[src/core/eit_pkg.sv]
package eit_pkg;
  // clock and timing
  localparam int CLK_HZ = 50_000_000;
  localparam int CLK_PS = 20_000;
  // finest interval resolution, 31.25 ns
  localparam int RES0_PS = 31_250;
  localparam int ACC_W = 24;
  localparam logic [63:0] TICK_INC0_W = (64'h1 << ACC_W) * 64'(CLK_PS) / 64'(RES0_PS);
  localparam logic [ACC_W-1:0] TICK_INC0 = TICK_INC0_W[ACC_W-1:0];

  // interval counter and full-scale values
  localparam int CNT_W = 16;
  localparam int RANGE_W = 4;
  localparam logic [RANGE_W-1:0] RANGE_16MS = 4'h4;
  localparam logic [RANGE_W-1:0] RANGE_120MS = 4'h7;
  localparam logic [RANGE_W-1:0] RANGE_16S = 4'hE;
  localparam logic [CNT_W-1:0] FS_32000 = 16'h7D00;
  localparam logic [CNT_W-1:0] FS_30000 = 16'h7530;
  localparam logic [CNT_W-1:0] FS_31250 = 16'h7A12;
  localparam logic [CNT_W-1:0] FS_29296 = 16'h7270;

  function automatic logic [CNT_W-1:0] full_scale(input logic [RANGE_W-1:0] r);
    if (r <= RANGE_16MS) return FS_32000;
    else if (r <= RANGE_120MS) return FS_30000;
    else if (r <= RANGE_16S) return FS_31250;
    else return FS_29296;
  endfunction

  // pulse-time availability limits on the sampling interval
  localparam int PT_MAX_STD_US = 1000;
  localparam int PT_MAX_HR_US = 100;
  localparam logic [31:0] PT_MAX_STD_CYC = 32'(PT_MAX_STD_US * (CLK_HZ / 1_000_000));
  localparam logic [31:0] PT_MAX_HR_CYC = 32'(PT_MAX_HR_US * (CLK_HZ / 1_000_000));

  // combined measurement arithmetic
  localparam int RPM_SCALE = 60;
  localparam int FRAC_W = 16;
  localparam int PPU_W = 16;
  localparam logic [6:0] DIV_LAST = 7'h3F;

  // register map
  localparam int ADDR_W = 8;
  localparam logic [ADDR_W-1:0] REG_CTRL = 8'h00;
  localparam logic [ADDR_W-1:0] REG_PERIOD = 8'h04;
  localparam logic [ADDR_W-1:0] REG_PPU = 8'h08;
  localparam logic [ADDR_W-1:0] REG_RESULT = 8'h0C;
  localparam logic [ADDR_W-1:0] REG_STATUS = 8'h10;
  localparam logic [ADDR_W-1:0] REG_COUNT = 8'h14;
  localparam int CTRL_EN = 0;
  localparam int CTRL_EDGE_LSB = 1;
  localparam int CTRL_RANGE_LSB = 3;
  localparam int CTRL_MODE_LSB = 8;
  localparam int ST_EVER = 0;
  localparam int ST_PT_OK = 1;
  localparam int ST_OVR = 2;
  localparam int ST_BAD_EDGE = 3;
  localparam logic [31:0] PERIOD_RST = 32'h0000_0000;
  localparam logic [PPU_W-1:0] PPU_RST = 16'h0001;

  typedef enum logic [1:0] {EDGE_RISE_FALL, EDGE_FALL_RISE, EDGE_RISE_RISE, EDGE_FALL_FALL} eit_edge_t;
  typedef enum logic [2:0] {MODE_TIME, MODE_PULSE_TIME, MODE_FREQ, MODE_SPEED, MODE_RPM} eit_mode_t;
  typedef enum logic {DIV_IDLE, DIV_RUN} eit_div_t;
endpackage

[src/core/eit_meas_if.sv]
interface eit_meas_if;
  logic enable;
  eit_pkg::eit_edge_t edge_sel;
  logic [eit_pkg::RANGE_W-1:0] range;
  logic [eit_pkg::CNT_W-1:0] last_time;
  logic ever_valid;
  logic overrange;
  logic [31:0] pulse_age;
  logic rise;
  modport ctl (output enable, edge_sel, range,
               input last_time, ever_valid, overrange, pulse_age, rise);
  modport meas (input enable, edge_sel, range,
                output last_time, ever_valid, overrange, pulse_age, rise);
endinterface

[src/core/eit_top.sv]
// Notes on behaviour
// [RULE1] start and stop edges: rise-fall, fall-rise or rise-rise.
// [RULE2] software must never select falling start with falling stop.
// [RULE3] range setting fixes the longest measurable interval.
// [RULE4] an interval beyond the range reads as the full-scale value.
// [RULE5] lsb is 31.25 ns at 1 ms range, doubling per range doubling.
// [RULE6] a sample without a finished interval repeats the last result.
// [RULE7] before any finished interval every sample reads zero.
// [RULE8] several intervals in one sample: only the latest is reported.
// [RULE9] pulse-time gives delay from last pulse edge to sample instant.
// [RULE10] pulse-time only with sample interval at most 1 ms, or 100 us hi-res.
// [RULE11] frequency mode gives an unsigned value, no direction sensing.
// [RULE12] speed mode converts pulses to metres per second via pulses per metre.
// [RULE13] rpm mode converts pulses to rev per minute via pulses per revolution.
// [RULE14] duty ratio is user scaling of high time by known frequency.
// [RULE15] counter clears on start, counts ticks while armed, latches on stop.
//
// Our own choices: the APB interface to the registers and the register addresses.
module eit_top #(
  parameter bit HIRES = 1'b0
) (
  // clock and reset
  input wire logic pclk,
  input wire logic presetn,
  // apb slave
  input wire logic psel,
  input wire logic penable,
  input wire logic pwrite,
  input wire logic [eit_pkg::ADDR_W-1:0] paddr,
  input wire logic [31:0] pwdata,
  output logic [31:0] prdata,
  output logic pready,
  output logic pslverr,
  // thresholded sensor pin
  input wire logic pulse_i,
  // sampled result stream
  output logic [31:0] result_o,
  output logic sample_o
);
  typedef struct packed {
    logic en;
    eit_pkg::eit_edge_t edge_sel;
    logic [eit_pkg::RANGE_W-1:0] range;
    eit_pkg::eit_mode_t mode;
    logic [31:0] period;
    logic [eit_pkg::PPU_W-1:0] ppu;
    logic [31:0] scnt;
    logic [31:0] result;
    logic strobe;
    logic [31:0] nsamp;
    logic [31:0] rdata;
    logic slverr;
    logic ready;
    logic ovr_seen;
    logic [15:0] evcnt;
    logic seen;
    logic [31:0] span_run;
    logic [31:0] span_last;
    eit_pkg::eit_div_t div;
    logic [63:0] dnum;
    logic [47:0] dden;
    logic [47:0] drem;
    logic [31:0] dq;
    logic dovf;
    logic [6:0] dcnt;
    logic [31:0] freq;
  } eit_top_st_t;

  eit_top_st_t s_q;
  eit_top_st_t s_d;
  eit_meas_if mi();
  logic pt_ok;
  logic sample;
  logic div_go;
  logic combined;
  logic [eit_pkg::PPU_W-1:0] ppu_eff;
  logic [63:0] num_scale;
  logic [48:0] trial;
  logic [31:0] q_next;

  eit_meas u_meas (
    .pclk(pclk),
    .presetn(presetn),
    .pulse_i(pulse_i),
    .mi(mi)
  );

  assign mi.enable = s_q.en;
  assign mi.edge_sel = s_q.edge_sel;
  assign mi.range = s_q.range;

  always_comb begin
    s_d = s_q;
    s_d.ready = 1'b1;
    s_d.strobe = 1'b0;
    // [RULE10] pulse-time gated by sample interval
    pt_ok = s_q.period <= (HIRES ? eit_pkg::PT_MAX_HR_CYC : eit_pkg::PT_MAX_STD_CYC);
    combined = (s_q.mode == eit_pkg::MODE_FREQ) || (s_q.mode == eit_pkg::MODE_SPEED) ||
               (s_q.mode == eit_pkg::MODE_RPM);
    ppu_eff = (s_q.mode == eit_pkg::MODE_FREQ || s_q.ppu == '0) ? 16'h0001 : s_q.ppu;
    num_scale = (s_q.mode == eit_pkg::MODE_RPM) ? 64'(eit_pkg::RPM_SCALE) : 64'h1;
    sample = 1'b0;
    div_go = 1'b0;
    trial = '0;
    q_next = '0;

    // register read data is prepared in the setup phase
    if (psel && !penable) begin
      s_d.rdata = '0;
      s_d.slverr = 1'b0;
      case (paddr)
        eit_pkg::REG_CTRL: begin
          s_d.rdata = (32'(s_q.en) << eit_pkg::CTRL_EN) |
                      (32'(s_q.edge_sel) << eit_pkg::CTRL_EDGE_LSB) |
                      (32'(s_q.range) << eit_pkg::CTRL_RANGE_LSB) |
                      (32'(s_q.mode) << eit_pkg::CTRL_MODE_LSB);
        end
        eit_pkg::REG_PERIOD: s_d.rdata = s_q.period;
        eit_pkg::REG_PPU: s_d.rdata = 32'(s_q.ppu);
        eit_pkg::REG_RESULT: s_d.rdata = s_q.result;
        eit_pkg::REG_STATUS: begin
          s_d.rdata = (32'(mi.ever_valid) << eit_pkg::ST_EVER) |
                      (32'(pt_ok) << eit_pkg::ST_PT_OK) |
                      (32'(s_q.ovr_seen) << eit_pkg::ST_OVR) |
                      (32'(s_q.edge_sel == eit_pkg::EDGE_FALL_FALL) << eit_pkg::ST_BAD_EDGE);
        end
        eit_pkg::REG_COUNT: s_d.rdata = s_q.nsamp;
        default: s_d.slverr = 1'b1;
      endcase
    end
    if (psel && penable && pwrite) begin
      case (paddr)
        eit_pkg::REG_CTRL: begin
          s_d.en = pwdata[eit_pkg::CTRL_EN];
          s_d.edge_sel = eit_pkg::eit_edge_t'(pwdata[eit_pkg::CTRL_EDGE_LSB +: 2]);
          s_d.range = pwdata[eit_pkg::CTRL_RANGE_LSB +: eit_pkg::RANGE_W];
          s_d.mode = eit_pkg::eit_mode_t'(pwdata[eit_pkg::CTRL_MODE_LSB +: 3]);
        end
        eit_pkg::REG_PERIOD: s_d.period = pwdata;
        eit_pkg::REG_PPU: s_d.ppu = pwdata[eit_pkg::PPU_W-1:0];
        default: begin
        end
      endcase
    end

    // combined measurement: edges and span from first to last edge
    if (s_q.seen) s_d.span_run = s_q.span_run + 32'h1;
    if (mi.rise) begin
      if (!s_q.seen) begin
        s_d.seen = 1'b1;
        s_d.span_run = '0;
        s_d.evcnt = 16'h1;
      end else begin
        s_d.evcnt = (&s_q.evcnt) ? s_q.evcnt : s_q.evcnt + 16'h1;
        s_d.span_last = s_q.span_run + 32'h1;
      end
    end

    // sampling instant
    if (s_q.en && s_q.period != '0) begin
      if (s_q.scnt >= s_q.period - 32'h1) begin
        sample = 1'b1;
        s_d.scnt = '0;
      end else begin
        s_d.scnt = s_q.scnt + 32'h1;
      end
    end else begin
      s_d.scnt = '0;
    end

    if (sample) begin
      s_d.strobe = 1'b1;
      s_d.nsamp = s_q.nsamp + 32'h1;
      s_d.ovr_seen = mi.overrange;
      case (s_q.mode)
        // [RULE6] [RULE7] last interval held, zero before any
        eit_pkg::MODE_TIME: s_d.result = 32'(mi.last_time);
        // [RULE9] edge-to-sample delay in clock cycles
        eit_pkg::MODE_PULSE_TIME: s_d.result = pt_ok ? mi.pulse_age : '0;
        // [RULE11] unsigned quotient held between updates
        eit_pkg::MODE_FREQ, eit_pkg::MODE_SPEED, eit_pkg::MODE_RPM: s_d.result = s_q.freq;
        default: s_d.result = '0;
      endcase
      div_go = combined && s_q.evcnt >= 16'h2 && s_q.div == eit_pkg::DIV_IDLE;
      // an edge on the sample cycle opens the next interval
      s_d.seen = mi.rise;
      s_d.evcnt = mi.rise ? 16'h1 : 16'h0;
      s_d.span_run = '0;
    end

    // [RULE12] [RULE13] scale by pulses per unit and 60 for rpm
    if (div_go) begin
      s_d.div = eit_pkg::DIV_RUN;
      s_d.dnum = (64'(s_q.evcnt - 16'h1) * 64'(eit_pkg::CLK_HZ) * num_scale) << eit_pkg::FRAC_W;
      s_d.dden = 48'(s_q.span_last) * 48'(ppu_eff);
      s_d.drem = '0;
      s_d.dq = '0;
      s_d.dovf = 1'b0;
      s_d.dcnt = eit_pkg::DIV_LAST;
    end else if (s_q.div == eit_pkg::DIV_RUN) begin
      // one quotient bit per clock keeps the datapath to a single subtractor
      trial = {s_q.drem, s_q.dnum[63]};
      s_d.dnum = {s_q.dnum[62:0], 1'b0};
      if (trial >= {1'b0, s_q.dden}) begin
        s_d.drem = 48'(trial - {1'b0, s_q.dden});
        q_next = {s_q.dq[30:0], 1'b1};
      end else begin
        s_d.drem = trial[47:0];
        q_next = {s_q.dq[30:0], 1'b0};
      end
      s_d.dq = q_next;
      s_d.dovf = s_q.dovf | s_q.dq[31];
      if (s_q.dcnt == '0) begin
        s_d.div = eit_pkg::DIV_IDLE;
        s_d.freq = (s_q.dovf | s_q.dq[31]) ? '1 : q_next;
      end else begin
        s_d.dcnt = s_q.dcnt - 7'h1;
      end
    end
  end

  always_ff @(posedge pclk or negedge presetn) begin
    if (!presetn) begin
      s_q <= '0;
      s_q.period <= eit_pkg::PERIOD_RST;
      s_q.ppu <= eit_pkg::PPU_RST;
    end else begin
      s_q <= s_d;
    end
  end

  assign prdata = s_q.rdata;
  assign pready = s_q.ready;
  assign pslverr = s_q.slverr;
  assign result_o = s_q.result;
  assign sample_o = s_q.strobe;
endmodule

[src/core/eit_meas.sv]
module eit_meas (
  // clock and reset
  input wire logic pclk,
  input wire logic presetn,
  // thresholded sensor level, asynchronous
  input wire logic pulse_i,
  // configuration and results
  eit_meas_if.meas mi
);
  typedef struct packed {
    logic sync1;
    logic sync2;
    logic prev;
    logic [eit_pkg::ACC_W-1:0] acc;
    logic armed;
    logic over;
    logic [eit_pkg::CNT_W-1:0] cnt;
    logic [eit_pkg::CNT_W-1:0] last;
    logic ever;
    logic ovr;
    logic [31:0] age;
    logic rise;
  } eit_meas_st_t;

  eit_meas_st_t s_q;
  eit_meas_st_t s_d;
  logic [eit_pkg::ACC_W:0] acc_sum;
  logic tick;
  logic rise;
  logic fall;
  logic start;
  logic stop;
  logic [eit_pkg::CNT_W-1:0] fs;

  always_comb begin
    s_d = s_q;
    s_d.sync1 = pulse_i;
    s_d.sync2 = s_q.sync1;
    s_d.prev = s_q.sync2;
    rise = s_q.sync2 & ~s_q.prev;
    fall = ~s_q.sync2 & s_q.prev;
    // [RULE5] resolution tick rate halves per range step, so the lsb doubles
    acc_sum = {1'b0, s_q.acc} + {1'b0, eit_pkg::TICK_INC0 >> mi.range};
    tick = acc_sum[eit_pkg::ACC_W];
    s_d.acc = acc_sum[eit_pkg::ACC_W-1:0];
    // [RULE3] range sets full scale
    fs = eit_pkg::full_scale(mi.range);
    // [RULE1] edge pairing select
    case (mi.edge_sel)
      eit_pkg::EDGE_RISE_FALL: begin
        start = rise;
        stop = fall;
      end
      eit_pkg::EDGE_FALL_RISE: begin
        start = fall;
        stop = rise;
      end
      eit_pkg::EDGE_RISE_RISE: begin
        start = rise;
        stop = rise;
      end
      // [RULE2] illegal pairing measures nothing
      default: begin
        start = 1'b0;
        stop = 1'b0;
      end
    endcase
    s_d.rise = rise;
    // [RULE9] cycles since last rising edge
    s_d.age = rise ? '0 : ((&s_q.age) ? s_q.age : s_q.age + 32'h1);
    if (!mi.enable) begin
      s_d.armed = 1'b0;
      s_d.cnt = '0;
    end else begin
      // [RULE15] count ticks while armed
      if (s_q.armed && tick) begin
        if (s_q.cnt < fs) s_d.cnt = s_q.cnt + 16'h1;
        else s_d.over = 1'b1;
      end
      // [RULE8] later stop overwrites result
      // [RULE4] clamp to full scale on latch
      if (stop && s_q.armed) begin
        s_d.last = (s_d.cnt > fs) ? fs : s_d.cnt;
        s_d.ever = 1'b1;
        s_d.ovr = s_d.over;
        s_d.armed = 1'b0;
      end
      // stop before start so rise-to-rise restarts at once
      if (start) begin
        s_d.armed = 1'b1;
        s_d.cnt = '0;
        s_d.over = 1'b0;
      end
    end
  end

  always_ff @(posedge pclk or negedge presetn) begin
    if (!presetn) s_q <= '0;
    else s_q <= s_d;
  end

  assign mi.last_time = s_q.last;
  assign mi.ever_valid = s_q.ever;
  assign mi.overrange = s_q.ovr;
  assign mi.pulse_age = s_q.age;
  assign mi.rise = s_q.rise;
endmodule

[config.mk]
export PLATFORM = sky130hd
export DESIGN_NAME = eit_top
export DESIGN_NICKNAME = d
export VERILOG_FILES = /design/src/core/eit_pkg.sv /design/src/core/eit_meas_if.sv /design/src/core/eit_top.sv /design/src/core/eit_meas.sv
export SDC_FILE = /design/constraint.sdc
export NUM_CORES = 2
export LEC_CHECK = 0
export ABC_AREA = 0
export BUFFER_PORTS_ARGS = -buffer_cell sky130_fd_sc_hd__buf_2
export CAP_MARGIN = 15
export CORE_MARGIN = 4
export CORE_UTILIZATION = 47
export CTS_BUF_LIST = sky130_fd_sc_hd__clkbuf_16
export DETAILED_ROUTE_END_ITERATION = 6
export HOLD_SLACK_MARGIN = 0.02
export PLACE_DENSITY_LB_ADDON = 0.08
export SYNTH_ARGS = -nofsm -noshare
export SYNTH_HDL_FRONTEND = slang
export SYNTH_SLANG_ARGS = --single-unit
[constraint.sdc]
create_clock -name pclk -period 34.8 [get_ports pclk]
set_input_delay 3.48 -clock pclk [delete_from_list [all_inputs] [get_ports pclk]]
set_output_delay 3.48 -clock pclk [all_outputs]
set_load 0.05 [all_outputs]
==> metrics <==
CP arrival around 13 ns; asr flop ratio synth between 90% and 100%; Clock Root Buffer clkbuf_16; detailed-placement wirelength estimate approximately 130000 um; num rows between 100 and 150; Core Util, Final between 50 and 60%; top post-synthesis cells by area dfrtp_1, fa_1, ha_1; HP Start u_meas.s_d[94]$_DFF_PN0_; Worst-Margin Slew 1.15 ns; slowest stage delay, CP 0.61 ns; global-route wire length before repair 266000 um; post-route cell area 64300 um^2; Port Buffers roughly 110; yosys warns 0; DRC Markers 0; Min-Delay Path Class reg -> reg; critical path's slowest cell xor2_1; die span in y ~370 um; number of antenna violations at the first check in global routing 5; CP Capture Type flip-flop; CTS tree done; Crit Path Max Fanout 10; FF+latch count, synth around 580; gr usage total about a quarter; Setup CP Type reg -> reg; clock slew at reported path FFs about 0.06 ns; status complete, no violations; vias in the first global route around 46000; CTS sink count roughly 580; Skew-Pair Late Insertion Delay ~0.66 ns; largest area contributor in the synthesized netlist dfrtp_1; via count approximately 46000; CP startpoint s_q[298]$_DFFE_PN0P_; Req. time, crit path 35.28 ns; maximum VDD drop between 0.00015 and 0.0002 V; Final #Nets slightly below 8000; cell area after synthesis ~60000 um^2; average size of a mapped cell ~9.0 um^2; Initial Util approximately 48%; synth cell count leaders inv_1, nand2_1, fa_1; layout cell share with drive strength beyond 1 under 10%; dominant synthesized flop cell dfrtp_1; drt pass-1 iters 7; core area around 130000 um^2; TNS Setup 0 ns; Cell variety after synth a little under 90; Die Area 133000 um^2; total CTS buffers 73; pwr/cell area roughly 100 nW/um^2; worst hold slack roughly 0.36 ns; sequential area share after synthesis 24.1%; per-cell routed wire length about 20 um; Clock Tree Buf Depth 3; Hold Vio Cnt, Final 0; Leak between 30 and 40 nW; die width about 370 um; largest net degree at the start of global routing 152; RSZ-0062 raised after global routing no; Slew Viols, Final 0; Period minus WS final between 10 and 15 ns; Final Routed Wirelength 167000 um; Post-synth EDFFs 0; placed instance area roughly 62000 um^2; Max Cap Violations 0; Mapped Cells around 6600; Post-CTS Setup Inserts 0; GPL Wtd Cong between 0.8 and 0.9; Antenna Violating Nets Remaining 0; f_max around 80 MHz; period utilisation layout between 30% and 40%; Final Skew about 0.027 ns; hold buffers post-CTS 0; CTS-repair resized insts 0; vias per cell 5.53; DRC violation total after the first TritonRoute iteration 3428; most frequent cell after synthesis inv_1; setup violators final 0; Area growth, synth to finish 7.23%; gr ovfl total 0; Filler Cell Count 12000; slew margin rel. about 23%; launching point of the worst reg2reg path s_q[298]$_DFFE_PN0P_; Yosys top cell area share 24.1%; H-tree levels 3; I/O Pins ~110; Worst setup SP type flip-flop
## registers in the layout (all words and copies together) (netlist names)
name,count
prdata,32
pslverr,1
u_meas.s_q,43
mi.enable,1
sample_o,1
u_meas.mi.rise,1
u_meas.mi.pulse_age,32
u_meas.mi.overrange,1
mi.edge_sel,2
u_meas.mi.last_time,16
pready,1
u_meas.mi.ever_valid,1
u_meas.s_d,2
mi.range,4
s_q,407
result_o,32
## area by class of cell
| type | instances | area (um^2) | area share, % |
|---|---|---|---|
| Multi-Input combinational cell | 4725 | 40300 | 62.7 |
| Inverter | 964 | 3620 | 5.63 |
| Clock inverter | 60 | 777 | 1.21 |
| Antenna cell | 3 | 7.51 | 0.0117 |
| Sequential cell | 577 | 14400 | 22.5 |
| Tap cell | 1650 | 2060 | 3.21 |
| Timing Repair Buffer | 195 | 1220 | 1.90 |
| Clock buffer | 74 | 1850 | 2.88 |
## cells in the final DEF, fill, tap and decap left out, types with 17 or more instances in the layout
| cell | instances |
|---|---|
| a211oi_1 | 20 |
| a21o_1 | 133 |
| a21oi_1 | 268 |
| a221o_1 | 29 |
| a222oi_1 | 39 |
| a22o_1 | 41 |
| a22oi_1 | 37 |
| a31oi_1 | 26 |
| and2_1 | 41 |
| and3_1 | 201 |
| buf_2 | 111 |
| buf_4 | 80 |
| clkbuf_16 | 74 |
| dfrtp_1 | 575 |
| fa_1 | 672 |
| ha_1 | 465 |
| inv_1 | 968 |
| mux2_2 | 63 |
| mux2i_1 | 21 |
| nand2_1 | 851 |
| nand2b_1 | 39 |
| nand3_1 | 121 |
| nand4_1 | 47 |
| nor2_1 | 407 |
| nor2b_1 | 38 |
| nor3_1 | 84 |
| nor4_1 | 24 |
| o21a_1 | 28 |
| o21ai_0 | 291 |
| o21bai_1 | 34 |
| o22a_1 | 33 |
| o31ai_1 | 37 |
| or2_2 | 17 |
| or3_1 | 18 |
| xnor2_1 | 216 |
| xor2_1 | 170 |
## path summary, 6_finish.rpt
kind	end	slack (ns)	cells past startpoint
hold reg to reg	u_meas.s_d[93]$_DFF_PN0_	0.36	0
hold / removal	u_meas.s_d[93]$_DFF_PN0_	0.36	0
setup reg to reg	s_q[231]$_DFFE_PN0P_	22.40	43
min in group asynchronous	s_q[194]$_DFFE_PN0P_	2.80	1
max in group asynchronous	result_o[16]$_DFFE_PN0P_	29.24	4
setup / recovery	s_q[231]$_DFFE_PN0P_	22.40	43
## metal layers
metal,up-vias,GRT usage (%),share of wire [%]
met3,236,2.71,4.8
met4,0,6.94,2.9
met5,-,0,0
li1,21600,-,-
met2,1047,41.5,47
met1,22700,35.8,45
## per-stage QoR
step	cells	setup WS, ns	power (mW)
floorplan	6648	23.49	4.66
global placement	8109	22.61	5.71
detailed placement	8109	22.43	5.73
CTS	8243	22.37	6.62
global route	8248	21.49	7.41
finish	8248	22.40	6.56
## report_power, final
group | leakage, nW | switching, mW | internal (mW) | total, mW
Sequential | 7.73 | 0.0548 | 0.703 | 0.758
Clock | 1.30 | 0.326 | 0.511 | 0.837
Combinational | 23.6 | 2.95 | 2.01 | 4.96
Total | 32.6 | 3.33 | 3.23 | 6.56
## cells by family (layout without fill, tap and decap cells)
logic type / after synthesis / count (layout) / synth area share [%]
other cells: 2 / 9 / 0.0125
xor+xnor: 386 / 386 / 5.64
mux: 84 / 84 / 1.53
fa+ha+maj: 1137 / 1137 / 32.2
flops: 577 / 577 / 24.1
compound gates: 1155 / 1155 / 12.8
buf+inv: 1346 / 1293 / 8.86
simple gates: 1957 / 1957 / 14.9
## worst max-delay path: cells and delay by family (launching register included)
kind	cells	cell delay, ns
AO/OA/AOI/OAI	12	2.57
XOR/XNOR	5	1.21
adder cells (fa/ha/maj)	12	5.41
buffers and inverters	7	0.94
flip-flops	1	0.49
AND/OR/NAND/NOR	7	1.59
(Power assumes the default switching activity.)
